==> src/shared/osc_consts.vh <==
// oscillator source control: register offsets, fields, reset values, timing
// assumes plain port register access, 8-bit data, 100 MHz clk_sys
`ifndef OSC_CONSTS_VH
`define OSC_CONSTS_VH

`define OSC_ADDR_W          4
`define OSC_OFS_SYSCLK_SEL  4'h0
`define OSC_OFS_PREC_CTRL   4'h1
`define OSC_OFS_PREC_TRIM   4'h2
`define OSC_OFS_EXT_CFG     4'h3
`define OSC_OFS_STATUS      4'h4

`define OSC_SEL_PREC        3'h0
`define OSC_SEL_EXT         3'h1
`define OSC_SEL_LP_DIV8     3'h2
`define OSC_SEL_RTC         3'h3
`define OSC_SEL_LP          3'h4
`define OSC_SEL_RST         3'h4

`define OSC_PREC_EN_BIT     7
`define OSC_PREC_RDY_BIT    6
`define OSC_PREC_CTRL_RST   8'h00
`define OSC_SPREAD_BIT      7
`define OSC_TRIM_RST        7'h40

`define OSC_EXT_EN_BIT      7
`define OSC_EXT_DIV2_BIT    6
`define OSC_EXT_MODE_HI     5
`define OSC_EXT_MODE_LO     4
`define OSC_EXT_DRV_HI      2
`define OSC_EXT_DRV_LO      0
`define OSC_EXT_CFG_RST     8'h00
`define OSC_MODE_CMOS       2'h0
`define OSC_MODE_XTAL       2'h1
`define OSC_MODE_RC         2'h2
`define OSC_MODE_CAP        2'h3

`define OSC_VALID_BIT       7

`define OSC_SS_DIV          16'h0180
`define OSC_SS_STEPS        3'h6
`define OSC_SS_HALF_TICKS   16'h0020
`define OSC_SS_STEP_LAST    9'h01F
`define OSC_SETTLE_EDGES    16'h0100
`define OSC_PREC_START      16'h0040
`define OSC_SWITCH_EDGES    16'h0002

`endif

==> src/design/osc_edge_counter.v <==
// saturating edge counter for one oscillator tap
// assumes osc_in already synchronised into clk_sys
`timescale 1ns/1ps
module osc_edge_counter (
  clk_sys,
  rst_b,
  clear,
  osc_in,
  limit,
  done
);
  input             clk_sys;
  input             rst_b;
  input             clear;
  input             osc_in;
  input      [15:0] limit;
  output            done;

  reg        [15:0] count_ff;
  reg               prev_ff;
  wire              rise;

  assign rise = osc_in & ~prev_ff;
  assign done = (count_ff >= limit);

  always @(posedge clk_sys or negedge rst_b) begin
    if (!rst_b) begin
      count_ff <= 16'h0000;
      prev_ff  <= 1'b0;
    end else begin
      prev_ff <= osc_in;
      if (clear) begin
        count_ff <= 16'h0000;
      end else if (rise && !done) begin
        count_ff <= count_ff + 16'h0001;
      end
    end
  end
endmodule // osc_edge_counter

==> src/design/osc_source_ctrl.v <==
// oscillator source control: select, spread, low power enable, ext osc
// assumes oscillator taps are sampled views of analog clocks, slow vs clk_sys
`timescale 1ns/1ps
`include "osc_consts.vh"
module osc_source_ctrl (
  clk_sys,
  rst_b,
  reg_addr,
  reg_wdata,
  reg_wr,
  reg_rd,
  reg_rdata,
  prec_osc_clk,
  lp_osc_clk,
  rtc_osc_clk,
  ext_osc_pin_a_in,
  ext_osc_pin_b_in,
  ext_osc_pin_a_out,
  ext_osc_pin_a_oe_b,
  ext_osc_pin_b_out,
  ext_osc_pin_b_oe_b,
  prec_osc_en,
  prec_osc_trim,
  prec_osc_ss_step,
  lp_osc_en,
  ext_osc_en,
  ext_osc_mode,
  ext_osc_drive_level,
  sysclk_src,
  ext_periph_clk,
  sysclk_undiv
);
  input                   clk_sys;
  input                   rst_b;
  input  [`OSC_ADDR_W-1:0] reg_addr;
  input             [7:0] reg_wdata;
  input                   reg_wr;
  input                   reg_rd;
  output            [7:0] reg_rdata;
  input                   prec_osc_clk;
  input                   lp_osc_clk;
  input                   rtc_osc_clk;
  input                   ext_osc_pin_a_in;
  input                   ext_osc_pin_b_in;
  output                  ext_osc_pin_a_out;
  output                  ext_osc_pin_a_oe_b;
  output                  ext_osc_pin_b_out;
  output                  ext_osc_pin_b_oe_b;
  output                  prec_osc_en;
  output            [6:0] prec_osc_trim;
  output            [2:0] prec_osc_ss_step;
  output                  lp_osc_en;
  output                  ext_osc_en;
  output            [1:0] ext_osc_mode;
  output            [2:0] ext_osc_drive_level;
  output            [2:0] sysclk_src;
  output                  ext_periph_clk;
  output                  sysclk_undiv;

  localparam [2:0] ST_IDLE   = 3'b001;
  localparam [2:0] ST_SETTLE = 3'b010;
  localparam [2:0] ST_VALID  = 3'b100;

  reg  [7:0] reg_rdata_ff;
  reg  [2:0] sel_req_ff;
  reg  [2:0] sel_act_ff;
  reg        prec_en_ff;
  reg        spread_ff;
  reg  [6:0] trim_ff;
  reg  [7:0] ext_cfg_ff;
  reg  [2:0] xst_ff;
  reg  [2:0] nxt_xst;
  reg  [1:0] sync_prec_ff, sync_lp_ff, sync_rtc_ff, sync_xa_ff, sync_xb_ff;
  reg        ext_div_ff;
  reg        xb_prev_ff;
  reg  [8:0] ss_cnt_ff;
  reg  [2:0] ss_step_ff;
  reg        ss_down_ff;
  reg        lp_div_prev_ff;
  reg        prec_prev_ff;
  reg  [2:0] lp_div_ff;
  reg        sw_pend_ff;
  reg  [7:0] nxt_rdata;

  wire       prec_s = sync_prec_ff[1];
  wire       lp_s   = sync_lp_ff[1];
  wire       rtc_s  = sync_rtc_ff[1];
  wire       xb_s   = sync_xb_ff[1];
  wire       ext_en = ext_cfg_ff[`OSC_EXT_EN_BIT];
  wire [1:0] mode   = ext_cfg_ff[`OSC_EXT_MODE_HI:`OSC_EXT_MODE_LO];
  wire       is_cmos = (mode == `OSC_MODE_CMOS);
  wire       wr_ext = reg_wr && (reg_addr == `OSC_OFS_EXT_CFG);
  wire       settle_done, prec_done;
  wire       xb_rise = xb_s & ~xb_prev_ff;
  wire       ext_clk = ext_cfg_ff[`OSC_EXT_DIV2_BIT] ? ext_div_ff : xb_s;
  wire       lp_div8 = lp_div_ff[2];
  wire       sel_ok  = (reg_wdata[2:0] <= `OSC_SEL_LP);
  wire       old_slow, new_slow;
  reg        old_clk, new_clk;

  // first stage only feeds second stage
  always @(posedge clk_sys or negedge rst_b) begin
    if (!rst_b) begin
      sync_prec_ff <= 2'b00;
      sync_lp_ff   <= 2'b00;
      sync_rtc_ff  <= 2'b00;
      sync_xa_ff   <= 2'b00;
      sync_xb_ff   <= 2'b00;
    end else begin
      sync_prec_ff <= {sync_prec_ff[0], prec_osc_clk};
      sync_lp_ff   <= {sync_lp_ff[0], lp_osc_clk};
      sync_rtc_ff  <= {sync_rtc_ff[0], rtc_osc_clk};
      sync_xa_ff   <= {sync_xa_ff[0], ext_osc_pin_a_in};
      sync_xb_ff   <= {sync_xb_ff[0], ext_osc_pin_b_in};
    end
  end

  // register file
  always @(posedge clk_sys or negedge rst_b) begin
    if (!rst_b) begin
      sel_req_ff <= `OSC_SEL_RST;
      prec_en_ff <= 1'b0;
      spread_ff  <= 1'b0;
      trim_ff    <= `OSC_TRIM_RST;
      ext_cfg_ff <= `OSC_EXT_CFG_RST;
    end else if (reg_wr) begin
      case (reg_addr)
        `OSC_OFS_SYSCLK_SEL: begin
          if (sel_ok) begin
            sel_req_ff <= reg_wdata[2:0];
          end
        end
        `OSC_OFS_PREC_CTRL: prec_en_ff <= reg_wdata[`OSC_PREC_EN_BIT];
        `OSC_OFS_PREC_TRIM: begin
          spread_ff <= reg_wdata[`OSC_SPREAD_BIT];
          trim_ff   <= reg_wdata[6:0];
        end
        `OSC_OFS_EXT_CFG:   ext_cfg_ff <= reg_wdata;
        default: ;
      endcase
    end
  end

  // read data one cycle later, unmapped reads zero
  always @* begin
    case (reg_addr)
      `OSC_OFS_SYSCLK_SEL: nxt_rdata = {5'h00, sel_act_ff};
      `OSC_OFS_PREC_CTRL:  nxt_rdata = {prec_en_ff, prec_done, 6'h00};
      `OSC_OFS_PREC_TRIM:  nxt_rdata = {spread_ff, trim_ff};
      `OSC_OFS_EXT_CFG:    nxt_rdata = ext_cfg_ff;
      `OSC_OFS_STATUS:     nxt_rdata = {xst_ff == ST_VALID, 6'h00,
                                        sw_pend_ff};
      default:             nxt_rdata = 8'h00;
    endcase
  end

  always @(posedge clk_sys or negedge rst_b) begin
    if (!rst_b) begin
      reg_rdata_ff <= 8'h00;
    end else begin
      reg_rdata_ff <= reg_rd ? nxt_rdata : 8'h00;
    end
  end
  assign reg_rdata = reg_rdata_ff;

  // valid detector: count edges of pin b after enable
  osc_edge_counter u_settle (
    .clk_sys (clk_sys),
    .rst_b   (rst_b),
    .clear   (xst_ff != ST_SETTLE),
    .osc_in  (xb_s),
    .limit   (`OSC_SETTLE_EDGES),
    .done    (settle_done)
  );

  // precision ready after start-up edges, restarts when disabled
  osc_edge_counter u_prec (
    .clk_sys (clk_sys),
    .rst_b   (rst_b),
    .clear   (!prec_en_ff),
    .osc_in  (prec_s),
    .limit   (`OSC_PREC_START),
    .done    (prec_done)
  );

  always @* begin
    nxt_xst = ST_IDLE;
    case (xst_ff)
      ST_IDLE:   nxt_xst = (ext_en && !is_cmos) ? ST_SETTLE : ST_IDLE;
      ST_SETTLE: nxt_xst = settle_done ? ST_VALID : ST_SETTLE;
      ST_VALID:  nxt_xst = ST_VALID;
      default:   nxt_xst = ST_IDLE;
    endcase
    // any rewrite of the config restarts detection
    if (!ext_en || is_cmos || wr_ext) begin
      nxt_xst = ST_IDLE;
    end
  end

  always @(posedge clk_sys or negedge rst_b) begin
    if (!rst_b) begin
      xst_ff <= ST_IDLE;
    end else begin
      xst_ff <= nxt_xst;
    end
  end

  // divide-by-two toggles on rising edge: equal halves
  always @(posedge clk_sys or negedge rst_b) begin
    if (!rst_b) begin
      ext_div_ff <= 1'b0;
      xb_prev_ff <= 1'b0;
    end else begin
      xb_prev_ff <= xb_s;
      if (!ext_en) begin
        ext_div_ff <= 1'b0;
      end else if (xb_rise) begin
        ext_div_ff <= ~ext_div_ff;
      end
    end
  end

  // low power divide by 8; precision edge history for the spread ramp
  always @(posedge clk_sys or negedge rst_b) begin
    if (!rst_b) begin
      lp_div_ff      <= 3'h0;
      lp_div_prev_ff <= 1'b0;
      prec_prev_ff   <= 1'b0;
    end else begin
      lp_div_prev_ff <= lp_s;
      prec_prev_ff   <= prec_s;
      if (lp_s && !lp_div_prev_ff) begin
        lp_div_ff <= lp_div_ff + 3'h1;
      end
    end
  end

  // spread: triangle of steps, each half holds fosc/384/2 per ramp
  always @(posedge clk_sys or negedge rst_b) begin
    if (!rst_b) begin
      ss_cnt_ff  <= 9'h000;
      ss_step_ff <= 3'h0;
      ss_down_ff <= 1'b1;
    end else if (!spread_ff || !prec_en_ff) begin
      ss_cnt_ff  <= 9'h000;
      ss_step_ff <= 3'h0;
      ss_down_ff <= 1'b1;
    end else if (prec_s && !prec_prev_ff) begin
      if (ss_cnt_ff == `OSC_SS_STEP_LAST) begin
        ss_cnt_ff <= 9'h000;
        // 6 steps of 0.26 percent stay within 1.6 percent, never above nominal
        if (ss_down_ff) begin
          if (ss_step_ff == `OSC_SS_STEPS) begin
            ss_down_ff <= 1'b0;
            ss_step_ff <= ss_step_ff - 3'h1;
          end else begin
            ss_step_ff <= ss_step_ff + 3'h1;
          end
        end else begin
          if (ss_step_ff == 3'h0) begin
            ss_down_ff <= 1'b1;
            ss_step_ff <= 3'h1;
          end else begin
            ss_step_ff <= ss_step_ff - 3'h1;
          end
        end
      end else begin
        ss_cnt_ff <= ss_cnt_ff + 9'h001;
      end
    end
  end

  // source switch: wait one period of the slower of old and new clocks
  always @* begin
    case (sel_act_ff)
      `OSC_SEL_PREC:   old_clk = prec_s;
      `OSC_SEL_EXT:    old_clk = ext_clk;
      `OSC_SEL_LP_DIV8: old_clk = lp_div8;
      `OSC_SEL_RTC:    old_clk = rtc_s;
      default:         old_clk = lp_s;
    endcase
    case (sel_req_ff)
      `OSC_SEL_PREC:   new_clk = prec_s;
      `OSC_SEL_EXT:    new_clk = ext_clk;
      `OSC_SEL_LP_DIV8: new_clk = lp_div8;
      `OSC_SEL_RTC:    new_clk = rtc_s;
      default:         new_clk = lp_s;
    endcase
  end

  // each pair of rising edges counts one full period
  osc_edge_counter u_old (
    .clk_sys (clk_sys),
    .rst_b   (rst_b),
    .clear   (!sw_pend_ff),
    .osc_in  (old_clk),
    .limit   (`OSC_SWITCH_EDGES),
    .done    (old_slow)
  );

  osc_edge_counter u_new (
    .clk_sys (clk_sys),
    .rst_b   (rst_b),
    .clear   (!sw_pend_ff),
    .osc_in  (new_clk),
    .limit   (`OSC_SWITCH_EDGES),
    .done    (new_slow)
  );

  always @(posedge clk_sys or negedge rst_b) begin
    if (!rst_b) begin
      sel_act_ff <= `OSC_SEL_RST;
      sw_pend_ff <= 1'b0;
    end else if (sel_req_ff == sel_act_ff) begin
      sw_pend_ff <= 1'b0;
    end else if (!sw_pend_ff) begin
      sw_pend_ff <= 1'b1;
    end else if (old_slow && new_slow) begin
      sel_act_ff <= sel_req_ff;
      sw_pend_ff <= 1'b0;
    end
  end

  assign sysclk_src     = sel_act_ff;
  assign sysclk_undiv   = old_clk;
  assign ext_periph_clk = ext_en ? ext_clk : 1'b0;
  // low power runs while selected or being switched to or away from
  assign lp_osc_en = (sel_act_ff == `OSC_SEL_LP) ||
                     (sel_act_ff == `OSC_SEL_LP_DIV8) ||
                     (sel_req_ff == `OSC_SEL_LP) ||
                     (sel_req_ff == `OSC_SEL_LP_DIV8);
  assign prec_osc_en      = prec_en_ff;
  assign prec_osc_trim    = trim_ff;
  assign prec_osc_ss_step = ss_step_ff;
  assign ext_osc_en          = ext_en;
  assign ext_osc_mode        = mode;
  assign ext_osc_drive_level = ext_cfg_ff[`OSC_EXT_DRV_HI:`OSC_EXT_DRV_LO];
  // pins are never driven digitally here; analog or digital input only
  assign ext_osc_pin_a_out  = 1'b0;
  assign ext_osc_pin_a_oe_b = 1'b1;
  assign ext_osc_pin_b_out  = 1'b0;
  assign ext_osc_pin_b_oe_b = 1'b1;
endmodule // osc_source_ctrl

==> config.mk <==
export PLATFORM = sky130hd
export DESIGN_NAME = osc_source_ctrl
export DESIGN_NICKNAME = d
export VERILOG_FILES = /design/src/design/osc_edge_counter.v /design/src/design/osc_source_ctrl.v
export VERILOG_INCLUDE_DIRS = /design/src /design/src/shared
export SDC_FILE = /design/constraint.sdc
export NUM_CORES = 1
export LEC_CHECK = 0
export BUFFER_PORTS_ARGS = -buffer_cell sky130_fd_sc_hd__buf_2
export CORE_UTILIZATION = 40
export DETAILED_ROUTE_END_ITERATION = 10
export SETUP_SLACK_MARGIN = 0.05
export SYNTH_ARGS = -nofsm -noshare
export SYNTH_HDL_FRONTEND = slang
export SYNTH_HIERARCHICAL = 1
export SYNTH_SLANG_ARGS = --single-unit
export TNS_END_PERCENT = 20
==> constraint.sdc <==
create_clock -name clk_sys -period 3.65 [get_ports clk_sys]
set_input_delay 0.365 -clock clk_sys [delete_from_list [all_inputs] [get_ports clk_sys]]
set_output_delay 0.365 -clock clk_sys [all_outputs]
set_load 0.1 [all_outputs]
==> impl_results.md <==
* CTS buffer count at 17
* Layout Cells excl Fill at 1281
* Synthesized cell area at around 8600 sq um
* CTS H-Tree Depth at 4
* Routed Antenna Nets at 0
* Reg power frac at approximately two fifths
* Asr flop ratio synth at 100%
* # port buffers at 50
* CTS resizes at 0
* Measured slew at the worst slew-check pin at approximately 0.8 ns
* Clock transition at the registers of the reported paths at ~0.060 ns
* Cell area after layout at 9890 sq um
* Clock Path Buffers at 2
* Status: finished with violations
* Final core occ at a little under half
* Worst r2r path cells at 9
* Dpl hpwl at ~13000 um
* Final number of max-transition violations at 0
* Comb power frac at 23.9%
* Failing checks: negative hold slack
* Die Ht at between 100 and 150 um
* Die W at between 100 and 150 um
* Total area of sequential cells at 3280 sq um
* Placed insts at approximately 1200
* Clk_skew at between 0.01 and 0.015 ns
* Post-synthesis sequential area ratio at about 38%
* #FFs+latches synth at roughly 130
* Peak supply drop at 0.358 mV
* FF-to-FF setup slack at between 0.8 and 0.9 ns
* Placed Area at between 9000 and 10000 sq um
* Number of synthesized flops with an enable pin at 0
* Setup CP Type: reg -> reg
* Max-cap violations at 0
* Tcrit/Tclk final at about 76%
* Vias in the first global route at 6292
* Final min period at approximately 2.8 ns
* Cells after Synth at just under 900
* Setup TNS at 0 ns
* Worst hold path class: in -> async
* Routed len/inst at roughly 14 um
* Setup bufs post-CTS at 0
* P_int at about 0.0029 W
* CTS Hold Buffers Added at 0
* Worst skew pair latency at between 0.4 and 0.5 ns
* WP data required at a little under 4 ns
* Max_slew headroom at 46.7%
* 1st-iter DRT viols at around 380
* Endpoints failing hold at 3
* Total wire length at about 18000 um
* Core Rows at 53
* Tot Pwr at roughly 0.0043 W
* NetSw at 0.00147 W
* Area Growth Syn to Fin at 14.3%
* Vias/cell at between 5 and 6
* Switching Share at about a third
* Initial antenna violation count at 0
* Share of layout cells above drive strength 1 at around 18%
* Via Count at between 6000 and 7000
* # setup viols final at 0
* Synth unique cells at 55
* Clock Power Share at between 30% and 40%
* Core area at around 21000 sq um
* # DRC at 0
* IO Pins at 56
* TritonRoute pass-1 iters at 5
* Max Clock Freq at approximately 0.36 GHz
* Final Net Count at 1089
* Static leakage at approximately 4.5 nW
* Area of the multi-input gates at 5100 sq um
* Global route overflow at 0
* Initial core utilization at 41.0%
* GP Congestion at between 0.7 and 0.8
* Max Fanout on Critical Path at 12
* Synth Warn # at 6
* Primary FF master, synth: dfrtp_1
* CP arrival at between 3 and 4 ns
* Crit end category: register
* Ant diodes at 0
* Die area at ~22000 sq um
* GRT Util Overall at 17.6%
* Worst hold slack at -0.00303 ns
* TritonCTS clock tree: yes
* Clock sinks at between 100 and 150
* RSZ-0062 raised after global routing: false
* First-pass GRT wire length at about 31000 um
* PD cells at about 440 nW/um^2
* Crit start category: register
* Number of fill cells at 2029
* Largest net degree at the start of global routing at between 80 and 90
* CTS Root Cell: clkbuf_16
* Mean Syn Cell Area at slightly below 10 sq um
[kinds of logic after synthesis]
group,after synthesis,synth area share [%]
and+or+nand+nor,336,21.5
other,2,0.0868
xor gates and xnor gates,17,1.72
buffers and inverters,117,5.90
AOI/OAI and AO/OA,143,12.8
muxes,70,9.23
adders and majority gates,75,10.8
DFF,131,38.0
[cell usage in the layout (no fill, tap or decap), drive strengths merged, types with 16 or more instances in the layout]
cell | Yosys | routed
conb | 2 | 68
a21oi | 47 | 47
nand3 | 30 | 30
ha | 75 | 75
clkbuf | 26 | 20
nand4 | 26 | 26
nor2b | 29 | 29
nor4 | 16 | 16
nand2b | 16 | 16
mux2 | 58 | 58
or4 | 29 | 29
buf | 14 | 57
nor2 | 66 | 66
o31ai | 28 | 28
dfrtp | 126 | 126
nand2 | 52 | 52
nor3 | 22 | 22
inv | 77 | 77
[final cells by class]
cell class                 instances  share of cell area (%)
tap                              275                    3.48
inverter                          77                    2.92
sequential                       131                    33.2
clock buffer                      20                    4.62
multi-input combinational        709                    51.6
clock inverter                    12                   0.911
timing repair buffer              57                    3.25
[synthesized netlist by cell type, drive strengths merged, types with 5 or more instances]
cell type  number  area share (%)
o21a            5            0.43
nor4           16             1.2
mux2           58             7.6
clkbuf         26             1.1
a21o            8            0.69
inv            77             3.3
dfstp           5             1.5
or3             6            0.43
o21ai           8            0.46
or3b            5            0.51
buf            14             1.4
o211ai          9             1.0
or4            29             2.5
and3            8            0.58
xor2            8            0.81
a211oi          8            0.81
o31ai          28             2.4
nand2b         16             1.5
nand3          30             1.7
nor2b          29             2.1
xnor2           9            0.91
mux2i          10             1.2
dfrtp         126              36
and4            8            0.81
nor2           66             2.9
nor3           22             1.3
ha             75              11
a211o           5            0.51
nand4          26             1.9
nand2          52             2.3
a2111oi         5             1.4
a21oi          47             2.7
and2           14             1.0
[power groups by stage]
| stage | sequential, W | combinational, W | clock [W] |
|---|---|---|---|
| CTS | 0.00169 | 0.00105 | 0.00164 |
| finish | 0.00169 | 0.00104 | 0.00160 |
| global route | 0.00171 | 0.00113 | 0.00171 |
| global placement | 0.00171 | 0.00102 | 0 |
| detailed placement | 0.00172 | 0.00104 | 0 |
| floorplan | 0.00187 | 0.000679 | 0 |
[final timing paths]
kind	endpoint	from
max	u_new/count_ff[6]	ext_cfg_ff[6]
min	u_prec/count_ff[6]	rst_b
max reg2reg	u_new/count_ff[6]	ext_cfg_ff[6]
min reg2reg	sync_rtc_ff[1]	sync_rtc_ff[0]
max in group asynchronous	sysclk_src[2]	rst_b
min in group clk_sys	sync_xb_ff[0]	ext_osc_pin_b_in
[worst max-delay path: stages, from the launching register on]
cell and delay [ns]:
dfrtp_1 0.40, mux2i_1 0.18, inv_1 0.11, mux4_2 0.23, mux2_2 0.15, nor2b_1 0.19
and2_1 0.19, nand4_1 0.43, or4_1 0.63, a21oi_1 0.17
[stage by stage]
step	hold WS, ns	setup slack (ns)
after CTS	0.0336	0.929
after floorplan	0.0694	0.431
after global routing	0.0326	0.652
after global placement	0.350	1.03
after detailed placement	0.347	0.943
final	-0.00303	0.889
[state kept, by name (all words and copies together), names as in the netlist, 2 cells and up]
register           count
sel_req_ff             3
sysclk_src             3
u_old/count_ff        16
sync_lp_ff             2
prec_osc_trim          7
ss_cnt_ff              9
reg_rdata              8
lp_div_ff              3
prec_osc_ss_step       3
ext_cfg_ff             8
u_prec/count_ff       16
xst_ff                 3
sync_rtc_ff            2
u_new/count_ff        16
sync_xb_ff             2
u_settle/count_ff     16
sync_prec_ff           2
[per-layer routing]
| layer | up-vias | wire, um | track usage, % |
|---|---|---|---|
| met5 | - | 0 | 0 |
| met4 | 0 | 190 | 5.00 |
| met3 | 12 | 703 | 4.31 |
| met2 | 85 | 8640 | 27.9 |
| met1 | 3175 | 8800 | 23.7 |
| li1 | 3367 | - | - |
(Power assumes the default switching activity.)
